===== src/common/mic_params.svh =====
// constants for the motion command interpreter, shared by both ends
`ifndef MIC_PARAMS_SVH
`define MIC_PARAMS_SVH
`define MIC_CMD_START 8'h01
`define MIC_CMD_HOME 8'h02
`define MIC_CMD_INDEX 8'h03
`define MIC_CMD_NARROW 8'h05
`define MIC_CMD_WIDE 8'h06
`define MIC_CMD_ERR_STOP 8'h1a
`define MIC_CMD_ERR_ALARM 8'h1b
`define MIC_CMD_MASK 8'h1c
`define MIC_CMD_CLEAR 8'h1d
`define MIC_CMD_BP_ABS 8'h20
`define MIC_CMD_BP_REL 8'h21
`define MIC_CMD_RESET 8'h00
`define MIC_ST_BUSY 0
`define MIC_ST_CMDERR 1
`define MIC_ST_TRAJ 2
`define MIC_ST_INDEX 3
`define MIC_ST_WRAP 4
`define MIC_ST_POSERR 5
`define MIC_ST_BREAK 6
`define MIC_MASK_RESET 7'h00
`define MIC_ZERO_NARROW 12'h080
`define MIC_ZERO_WIDE 12'h800
`define MIC_CLK_NS 10
`define MIC_BUSY_NS 200
`define MIC_BUSY_CYC ((`MIC_BUSY_NS + `MIC_CLK_NS - 1) / `MIC_CLK_NS)
`endif


===== src/common/mic_pkg.sv =====
// types of the motion command interpreter
package mic_pkg;
  typedef struct packed {
    logic [7:0] busy_cnt;
    logic busy;
    logic [7:0] code;
    logic [2:0] left;
    logic [31:0] acc;
    logic wide;
    logic stop_mode;
    logic stop_act;
    logic [14:0] thr;
    logic [31:0] home_off;
    logic [31:0] stop_raw;
    logic [31:0] bp;
    logic bp_arm;
    logic idx_arm;
    logic idx_seen;
    logic [31:0] idx_pos;
    logic [6:0] flags;
    logic [6:0] mask;
    logic [7:0] rdata;
    logic [11:0] motor;
    logic irq;
  } mic_dev_t;

  typedef enum logic [7:0] {
    MIC_H_IDLE = 8'h01,
    MIC_H_POLL = 8'h02,
    MIC_H_RDW = 8'h04,
    MIC_H_CHK = 8'h08,
    MIC_H_CMD = 8'h10,
    MIC_H_DHI = 8'h20,
    MIC_H_DLO = 8'h40,
    MIC_H_STAT = 8'h80
  } mic_hstate_t;

  typedef struct packed {
    mic_hstate_t st;
    logic data_phase;
    logic [7:0] code;
    logic [2:0] left;
    logic [31:0] data;
    logic follow_wide;
    logic [7:0] stat;
    logic cmd_sel;
    logic wr;
    logic rd;
    logic [7:0] wdata;
    logic done;
    logic refused;
  } mic_host_t;
endpackage


===== src/common/mic_if.sv =====
// command port between the host end and the device end
`timescale 1ns/10ps
interface mic_if;
  logic cmd_sel;
  logic wr_stb;
  logic rd_stb;
  logic [7:0] wdata;
  logic [7:0] rdata;
  logic irq;
  modport dev (input cmd_sel, input wr_stb, input rd_stb, input wdata, output rdata, output irq);
  modport host (output cmd_sel, output wr_stb, output rd_stb, output wdata, input rdata, input irq);
endinterface


===== src/verilog/mic_device.sv =====
// device end: decodes and executes initialization and interrupt commands
//
// Behaviour
// - code 05 selects narrow output, default
// - host never selects narrow with wide converter
// - code 06 selects multiplexed wide output
// - host reissues wide select early, after a reset command (code 00)
// - host never selects wide on narrow systems
// - code 02 makes current position zero
// - home change keeps stop position until start
// - interrupt only for unmasked conditions
// - status shows flags regardless of mask
// - code 03 captures next index, sets bit3
// - capture when both phases and index low
// - code 1B loads two-byte error threshold
// - bit5 when error magnitude exceeds threshold
// - code 1A also forces motor to zero
// - code 20 absolute breakpoint sets bit6
// - code 21 breakpoint relative to target
// - host keeps relative breakpoint within range
// - code 1C bits 1-6 set masks
// - status bits 1-6 show six conditions
// - mask zero masks, other bits ignored
// - fixed bit positions of six conditions
// - data words high byte first, busy checked
//
// Local design decisions: the register addresses and the plain strobed port.
`timescale 1ns/10ps
`include "mic_params.svh"
module mic_device (
  input wire logic ref_clk,
  input wire logic reset,
  input wire logic clk_en,
  mic_if.dev port,
  input wire logic [31:0] raw_pos,
  input wire logic [31:0] new_target,
  input wire logic signed [15:0] pos_err,
  input wire logic enc_a,
  input wire logic enc_b,
  input wire logic enc_index,
  input wire logic wrap_evt,
  input wire logic traj_done_evt,
  input wire logic [11:0] filter_drive,
  output logic [31:0] abs_pos,
  output logic [31:0] stop_target_raw,
  output logic [31:0] index_pos,
  output logic wide_port,
  output logic [11:0] motor_code,
  output logic start_pulse
);
  mic_pkg::mic_dev_t r;
  mic_pkg::mic_dev_t n;

  // ****************************************
  // data byte count of each command
  // ****************************************
  function automatic logic [2:0] data_bytes(input logic [7:0] c);
    logic [2:0] b;
    b = 3'h0;
    unique case (c)
      `MIC_CMD_ERR_STOP, `MIC_CMD_ERR_ALARM, `MIC_CMD_MASK, `MIC_CMD_CLEAR: b = 3'h2;
      `MIC_CMD_BP_ABS, `MIC_CMD_BP_REL: b = 3'h4;
      default: b = 3'h0;
    endcase
    return b;
  endfunction

  logic [15:0] err_mag;
  logic [31:0] cur_abs;

  assign cur_abs = raw_pos - r.home_off;
  assign err_mag = pos_err[15] ? 16'(-pos_err) : 16'(pos_err);

  // ****************************************
  // next state
  // ****************************************
  always_comb begin
    logic exec;
    logic [7:0] ecode;
    logic [31:0] edata;
    logic [6:0] set;
    logic [6:0] clr;
    logic [2:0] nb;
    exec = 1'b0;
    ecode = r.code;
    edata = r.acc;
    set = 7'h00;
    clr = 7'h00;
    nb = 3'h0;
    n = r;
    start_pulse = 1'b0;
    // busy timer
    if (r.busy) begin
      if (r.busy_cnt == 8'h01) begin
        n.busy = 1'b0;
      end
      n.busy_cnt = r.busy_cnt - 8'h01;
    end
    // command byte; not taken while busy, raises the command error flag instead
    if (port.cmd_sel && port.wr_stb) begin
      if (r.busy) begin
        set[`MIC_ST_CMDERR] = 1'b1;
      end else begin
        nb = data_bytes(port.wdata);
        n.code = port.wdata;
        n.left = nb;
        n.busy = 1'b1;
        n.busy_cnt = 8'(`MIC_BUSY_CYC);
        if (nb == 3'h0) begin
          exec = 1'b1;
          ecode = port.wdata;
        end
      end
    end
    // data bytes, more significant first; busy after each word
    if (!port.cmd_sel && port.wr_stb) begin
      if (r.left == 3'h0 || (r.busy && !r.left[0])) begin
        set[`MIC_ST_CMDERR] = 1'b1;
      end else begin
        n.acc = {r.acc[23:0], port.wdata};
        edata = {r.acc[23:0], port.wdata};
        n.left = r.left - 3'h1;
        if (r.left[0]) begin
          n.busy = 1'b1;
          n.busy_cnt = 8'(`MIC_BUSY_CYC);
        end
        if (r.left == 3'h1) begin
          exec = 1'b1;
        end
      end
    end
    // execution
    if (exec) begin
      unique case (ecode)
        `MIC_CMD_NARROW: n.wide = 1'b0;
        `MIC_CMD_WIDE: n.wide = 1'b1;
        `MIC_CMD_HOME: n.home_off = raw_pos;
        `MIC_CMD_START: begin
          n.stop_raw = new_target + r.home_off;
          n.stop_act = 1'b0;
          start_pulse = 1'b1;
        end
        `MIC_CMD_INDEX: begin
          n.idx_arm = 1'b1;
          n.idx_seen = 1'b0;
        end
        `MIC_CMD_ERR_ALARM: begin
          n.thr = edata[14:0];
          n.stop_mode = 1'b0;
        end
        `MIC_CMD_ERR_STOP: begin
          n.thr = edata[14:0];
          n.stop_mode = 1'b1;
        end
        `MIC_CMD_BP_ABS: begin
          n.bp = edata;
          n.bp_arm = 1'b1;
        end
        `MIC_CMD_BP_REL: begin
          n.bp = edata + (r.stop_raw - r.home_off);
          n.bp_arm = 1'b1;
        end
        `MIC_CMD_MASK: n.mask = {edata[6:1], 1'b0};
        `MIC_CMD_CLEAR: clr = {~edata[6:1], 1'b0};
        default: set[`MIC_ST_CMDERR] = 1'b1;
      endcase
    end
    // index capture: after the pulse, at the all-low point
    if (r.idx_arm) begin
      if (enc_index) begin
        n.idx_seen = 1'b1;
      end
      if (r.idx_seen && !enc_a && !enc_b && !enc_index) begin
        n.idx_pos = cur_abs;
        n.idx_arm = 1'b0;
        set[`MIC_ST_INDEX] = 1'b1;
      end
    end
    // position error
    if (err_mag > {1'b0, r.thr}) begin
      set[`MIC_ST_POSERR] = 1'b1;
      if (r.stop_mode) begin
        n.stop_act = 1'b1;
      end
    end
    // breakpoint
    if (r.bp_arm && cur_abs == r.bp) begin
      set[`MIC_ST_BREAK] = 1'b1;
      n.bp_arm = 1'b0;
    end
    set[`MIC_ST_WRAP] = set[`MIC_ST_WRAP] | wrap_evt;
    set[`MIC_ST_TRAJ] = set[`MIC_ST_TRAJ] | traj_done_evt;
    // new events win over a clear in the same cycle
    n.flags = ((r.flags & ~clr) | set) & 7'h7e;
    n.irq = |(n.flags & n.mask);
    if (port.cmd_sel && port.rd_stb) begin
      n.rdata = {1'b0, r.flags[6:1], r.busy};
    end
    if (n.stop_act) begin
      n.motor = n.wide ? `MIC_ZERO_WIDE : `MIC_ZERO_NARROW;
    end else begin
      n.motor = n.wide ? filter_drive : {4'h0, filter_drive[11:4]};
    end
  end

  // ****************************************
  // state register
  // ****************************************
  always_ff @(posedge ref_clk) begin
    if (reset) begin
      r <= '0;
      r.mask <= `MIC_MASK_RESET;
      r.motor <= `MIC_ZERO_NARROW;
    end else if (clk_en) begin
      r <= n;
    end
  end

  assign port.rdata = r.rdata;
  assign port.irq = r.irq;
  assign abs_pos = cur_abs;
  assign stop_target_raw = r.stop_raw;
  assign index_pos = r.idx_pos;
  assign wide_port = r.wide;
  assign motor_code = r.motor;
endmodule


===== src/flat_wrapper.sv =====
// flat-port wrapper written by rule: the top's interface ports become plain ports
module mic_device_flat 
  (ref_clk, reset, clk_en, raw_pos, new_target, pos_err, enc_a, enc_b, enc_index, wrap_evt, traj_done_evt, filter_drive, abs_pos, stop_target_raw, index_pos, wide_port, motor_code, start_pulse, port_cmd_sel, port_wr_stb, port_rd_stb, port_wdata, port_rdata, port_irq);
  mic_if port_i ();
  input wire logic ref_clk;
  input wire logic reset;
  input wire logic clk_en;
  input wire logic [31:0] raw_pos;
  input wire logic [31:0] new_target;
  input wire logic signed [15:0] pos_err;
  input wire logic enc_a;
  input wire logic enc_b;
  input wire logic enc_index;
  input wire logic wrap_evt;
  input wire logic traj_done_evt;
  input wire logic [11:0] filter_drive;
  output logic [31:0] abs_pos;
  output logic [31:0] stop_target_raw;
  output logic [31:0] index_pos;
  output logic wide_port;
  output logic [11:0] motor_code;
  output logic start_pulse;
  input wire logic [$bits(port_i.cmd_sel)-1:0] port_cmd_sel;
  input wire logic [$bits(port_i.wr_stb)-1:0] port_wr_stb;
  input wire logic [$bits(port_i.rd_stb)-1:0] port_rd_stb;
  input wire logic [$bits(port_i.wdata)-1:0] port_wdata;
  output wire logic [$bits(port_i.rdata)-1:0] port_rdata;
  output wire logic [$bits(port_i.irq)-1:0] port_irq;
  assign port_i.cmd_sel = port_cmd_sel;
  assign port_i.wr_stb = port_wr_stb;
  assign port_i.rd_stb = port_rd_stb;
  assign port_i.wdata = port_wdata;
  assign port_rdata = port_i.rdata;
  assign port_irq = port_i.irq;
  mic_device u_core (.ref_clk(ref_clk), .reset(reset), .clk_en(clk_en), .port(port_i), .raw_pos(raw_pos), .new_target(new_target), .pos_err(pos_err), .enc_a(enc_a), .enc_b(enc_b), .enc_index(enc_index), .wrap_evt(wrap_evt), .traj_done_evt(traj_done_evt), .filter_drive(filter_drive), .abs_pos(abs_pos), .stop_target_raw(stop_target_raw), .index_pos(index_pos), .wide_port(wide_port), .motor_code(motor_code), .start_pulse(start_pulse));
endmodule

===== config.mk =====
export PLATFORM = sky130hd
export DESIGN_NAME = mic_device_flat
export DESIGN_NICKNAME = d
export VERILOG_FILES = /design/src/common/mic_pkg.sv /design/src/common/mic_if.sv /design/src/verilog/mic_device.sv /design/src/flat_wrapper.sv
export VERILOG_INCLUDE_DIRS = /design/src /design/src/common
export SDC_FILE = /design/constraint.sdc
export NUM_CORES = 1
export LEC_CHECK = 0
export BUFFER_PORTS_ARGS = -buffer_cell sky130_fd_sc_hd__buf_2
export CORE_UTILIZATION = 54
export DETAILED_ROUTE_END_ITERATION = 6
export GPL_TIMING_DRIVEN = 0
export PLACE_DENSITY = 0.75
export SLEW_MARGIN = 25
export SYNTH_ARGS = -nofsm -noshare
export SYNTH_HDL_FRONTEND = slang
export SYNTH_SLANG_ARGS = --single-unit

===== constraint.sdc =====
create_clock -name ref_clk -period 4.8 [get_ports ref_clk]
set_input_delay 0.24 -clock ref_clk [delete_from_list [all_inputs] [get_ports ref_clk]]
set_output_delay 0.24 -clock ref_clk [all_outputs]
set_load 0.01 [all_outputs]

==> Yosys cells after proc, flatten, opt, wreduce, memory -nomap -nowiden <==
Index checks and enable logic that the tools add are counted.
{ "totals": {"reg_bits": 234, "in_bits": 111} }
{ "classes": {"n_addsub": 7, "magnitude_cmp": 1, "n_eq_ne": 20, "n_mux": 59, "n_bitwise": 7, "n_reduce_logical": 35} }
{ "op_table": {"columns": ["op", "count"], "rows": [
  ["32-bit two-way mux", 5],
  ["117-bit two-way mux", 1],
  ["35-bit two-way mux", 2],
  ["33-bit case mux with 2 select lines", 1],
  ["32-bit adder", 2],
  ["8-bit by 5-bit == test with 1-bit output, second input constant", 8],
  ["32-bit subtractor", 2],
  ["20-bit two-way mux", 2],
  ["12-bit two-way mux", 3],
  ["9-bit two-way mux", 4],
  ["34-bit two-way mux", 1],
  ["32-bit == test", 1],
  ["8-bit by 6-bit == test with 1-bit output, second input constant", 4],
  ["7-bit two-way mux", 4],
  ["3-bit AND reduction", 9],
  ["1-bit two-way mux", 25],
  ["8-bit two-way mux", 3],
  ["8-bit by 1-bit == test with 1-bit output, second input constant", 2],
  ["8-bit by 2-bit == test with 1-bit output, second input constant", 2],
  ["8-bit by 3-bit == test with 1-bit output, second input constant", 2],
  ["16-bit by 15-bit > comparator with 1-bit output", 1],
  ["16-bit two-way mux", 1],
  ["16-bit negator", 1],
  ["15-bit two-way mux", 1],
  ["23 further kinds", 42]
]} }

==> Logic depth before layout (Yosys ltp) <==
{ "logic_depth": {"word_depth": 18, "ltp_mapped": 22, "ltp_nobuf": 20} }

==> Worst setup path before layout <==
Ideal clock, no wire load.
{ "synth_timing": {"path_kind": "register to register", "from": "register u_core.r[216] (netlist name)", "to": "register u_core.r[101] (netlist name)", "t_arrival_ns": 5.014, "t_required_ns": 4.685, "slack_ns": -0.329, "path_stages_with_launch": 23, "path_buffers": 3, "cell_sequence": "dfxtp_1 -> inv_1 -> ha_1 -> nand2b_1 -> nand2_1 -> a211o_1 -> clkbuf_1 -> buf_1 -> clkbuf_1 -> mux2_2 -> fa_1 -> ha_1 -> a21o_1 -> a21oi_1 -> o32a_1 -> o22ai_1 -> o221a_2 -> a31o_2 -> a31oi_1 -> or4_1 -> a311oi_1 -> a41o_1 -> a31o_1"} }
{ "synth_via": {"elab_chain_len": 7, "elab_cells_between_ends": 13} }
{ "synth_lines": {"columns": ["element", "line_no", "source"], "rows": [
  ["start, declared", "mic_device.sv:51", "mic_pkg::mic_dev_t r;"],
  ["start signal, assigned", "mic_device.sv:215", "r <= n;"],
  ["1-bit logical NOT", "mic_device.sv:117", "if (r.left == 3'h0 || (r.busy && !r.left[0])) begin"],
  ["1-bit logical AND", "mic_device.sv:117", null],
  ["1-bit logical OR", "mic_device.sv:117", null],
  ["32-bit two-way mux", "mic_device.sv:117", null],
  ["32-bit two-way mux", "mic_device.sv:116", "if (!port.cmd_sel && port.wr_stb) begin"],
  ["32-bit adder", "mic_device.sv:160", "n.bp = edata + (r.stop_raw - r.home_off);"],
  ["33-bit case mux with 2 select lines", "mic_device.sv:134", "unique case (ecode)"]
]} }
Several ways; a longest one is shown, not always the timed one. The select of a mux whose other input is x is not followed.
A chain may end at the register's enable or synchronous reset.

==> Worst setup path in the final report <==
Same ends and word-level chain as after synthesis.

==> results.md <==
- Status: finished, final reports clean
- Worst Tran Pin Value: 1.01 ns
- Endpoints failing hold: 0
- Die Height: 181 um
- Antenna Nets Post-Route: 0
- Max-slew violations: 0
- Clk_skew: 0.0222 ns
- Largest family of logic cells by synthesized area: compound AO/OA/AOI/OAI gates
- Row cnt: 65
- RR Startpoint: u_core.r[216]
- Hold path start: raw_pos[18]
- Adder-Cell Fraction of Synth Area: 12.2%
- Unrepaired setup endpoints after global routing: true
- Residual DRC count: 0
- DRT iter0 DRCs: 1570
- Starting density of the core: 54.9%
- Post-Route WL: 62300 um
- Clock share of power: 40.0%
- Xor/xnor share of the synthesized area: 6.58%
- # diodes: 0
- # H-tree levels: 1
- Vias/cell: 5.97
- FF-to-FF setup slack: 0.006 ns
- Setup Crit Path Kind: reg2reg
- CP Data Arrival Time: 5.30 ns
- Post-synth top area share: 27.0%
- Total Routing Usage GR: 36.7%
- Clk sinks: 233
- First-pass GRT wire length: 93000 um
- Boundary pin count: 230
- Core Area: 31500 um2
- Compound-Gate Fraction of Synth Area: 21.8%
- Cells after Synth: 2233
- Gate power share: 23.1%
- Simple-Gate Fraction of Synth Area: 21.2%
- Pwr Density: 257 nW/um2
- Clk buf depth: 3
- LEAKAGE: 8.87 nW
- Max Cap Viol: 0
- Crit Path Max Fanout: 10
- Max stage delay cell, worst path: or4_4
- R2r endpoint: u_core.r[101]
- HPWL Detailed: 48800 um
- Wire per inst: 20.9 um
- Switching share of power: 30.1%
- Most frequent cell after synthesis: nand2_1
- Startpoint types: flip-flop
- Sequential-to-total area share from yosys stat: 27.0%
- FF+latch count, synth: 233
- CTS clk-pin slew, worst paths: 0.06 ns
- Register share of total power: 36.8%
- First-pass DRT Iterations: 6
- CP Capture Type: flip-flop
- Worst-Skew Late Latency: 0.57 ns
- Post-Syn Area: 17300 um2
- Async S/R FF share, synth: 0%
- Mux share of post-synthesis cell area: 3.17%
- Worst EP required: 5.30 ns
- Layout cells sized above 1: 20.0%
- Dpl ws: -0.879 ns
- Worst path max stage delay: 0.55 ns
- Syn avg cell area: 7.74 um2
- Vias post-DR: 17.8k
- FMAX: 209 MHz
- GP Congestion: 0.983
- Layout area overhead: 21.1%
- Switching power: 1.62 mW
- Hold Crit Depth: 3
- Synth area leaders: dfxtp_1 (27%), ha_1 (8.4%), nand2_1 (8.0%)
- Max-slew headroom: 32.6%
- Largest net degree at the start of global routing: 15
- Die X: 181 um
- TritonCTS clock tree: yes
- Reg2Reg Depth: 20
- Hold Path End: u_core.r[152]
- Die area: 32700 um2
- Final setup fails: 0
- CTS Root Cell: clkbuf_16
- Synth warnings: 0
- Fin crit share: 99.9%
- GR Overflow Total: 0
- Type of the most critical hold path: in2reg
- Synth Net Count: 2493
- Netlist cell types: 98
- Hold_ws: 0.0144 ns
- Setup ws final: 0.00619 ns
- Clock buffer count from CTS: 27
- Post-synth EDFFs: 0
- Port bufs: 227
- Nets: 2823
- Vias in the first global route: 16.4k
- Cell taking the most area after synthesis: dfxtp_1
- Worst vdd rail ir drop: 0.000302 V
- Critical path cell sequence: inv_4 -> ha_4 -> nand2b_4 -> nand2_4 -> a211o_4 -> buf_8 -> buf_8 -> mux2_4 -> fa_1 -> ha_4 -> nand4_1 -> or3_1 -> o22ai_2 -> o221a_2 -> a31o_4 -> a31oi_4 -> or4_4 -> a311oi_2 -> a41o_1 -> a31o_1
- Antenna violations before repair: 0
- Fin crit period: 4.79 ns
- Cell Int Power: 3.76 mW
- Ys flop type: dfxtp_1
- Setup_tns: 0 ns
- Synth cell count leaders: nand2_1 (367), a21oi_1 (239), dfxtp_1 (233), nor2_1 (201), ha_1 (116)
[power groups by stage]
stage,registers (mW),clock network (mW),logic [mW]
5_1_grt,1.98,2.24,1.33
6_report,1.98,2.15,1.24
3_3_place_gp,2.02,0,1.05
3_5_place_dp,2.02,0,1.06
2_1_floorplan,2.01,0,0.730
4_1_cts,1.98,2.15,1.17
[cell families after synthesis]
group / count (synthesis)
simple gates: 811
flops: 233
other cells: 1
buf+inv: 281
xor+xnor: 121
fa+ha+maj: 149
compound gates: 589
mux: 48
[layout by cell type (no fill, tap or decap), types with 48 or more instances in the layout]
cell type	instances
a21oi_1	233
inv_1	90
buf_4	120
nor3_1	48
nor2_1	201
clkbuf_1	85
xnor2_1	80
nand2_1	366
ha_1	99
buf_2	238
dfxtp_1	231
o21ai_0	84
[stage by stage]
stage / cells / power, mW / instance area [um2] / util [%]
after floorplan: 2233 / 2.74 / 17300 / -
after global placement: 2862 / 3.07 / 18900 / 60.1
after detailed placement: 2862 / 3.08 / 18900 / 60.1
after CTS: 2965 / 5.29 / 20600 / 65.4
after global routing: 2986 / 5.55 / 20900 / 66.5
final: 2986 / 5.37 / 20900 / 66.5
[what timing repair did]
item	4_1_cts	5_1_grt
hold buffers	38	1
setup buffers	16	20
pin swaps	20	33
endpoints found under the hold margin	46	1
resized for setup	44	32
endpoints found under the setup margin	13	9
[layer usage]
metal / wire (um) / GRT usage, % / vias up
met1: 27300 / 51.4 / 8437
li1: - / - / 8414
met3: 5510 / 3.75 / 121
met2: 26900 / 57.8 / 845
met5: 0 / 0 / -
met4: 2510 / 14.7 / 0
[flip-flops by register name, summed over array words and instances (netlist names)]
signal,flops
u_core.r,148
u_core.motor_code,12
u_core.port.rdata,7
u_core.port.irq,1
u_core.wide_port,1
u_core.stop_target_raw,32
u_core.index_pos,32
[worst max-delay path by stage]
stage	from	end
after floorplan	u_core.r[216]	u_core.r[101]
after CTS	u_core.r[216]	u_core.r[100]
after global placement	u_core.r[216]	u_core.r[100]
after detailed placement	u_core.r[216]	u_core.r[100]
final	u_core.r[216]	u_core.r[101]
after global routing	u_core.r[216]	u_core.r[101]
[area by class of cell]
type / instances / area, um2
multi-input combinational: 1719 / 11600
fill: 2726 / 10600
sequential: 233 / 4670
timing repair buffer: 302 / 1800
buffer: 187 / 1070
clock buffer: 37 / 743
tap: 402 / 503
inverter: 93 / 352
clock inverter: 13 / 174
[worst max-delay path, delay by kind of cell, from the launching register on]
family          cells  cell delay, ns
simple gates        5            1.18
mux                 1            0.36
compound gates      8            1.49
flops               1            0.36
fa+ha+maj           3            0.94
buf+inv             3            0.36
(Power assumes the default switching activity.)
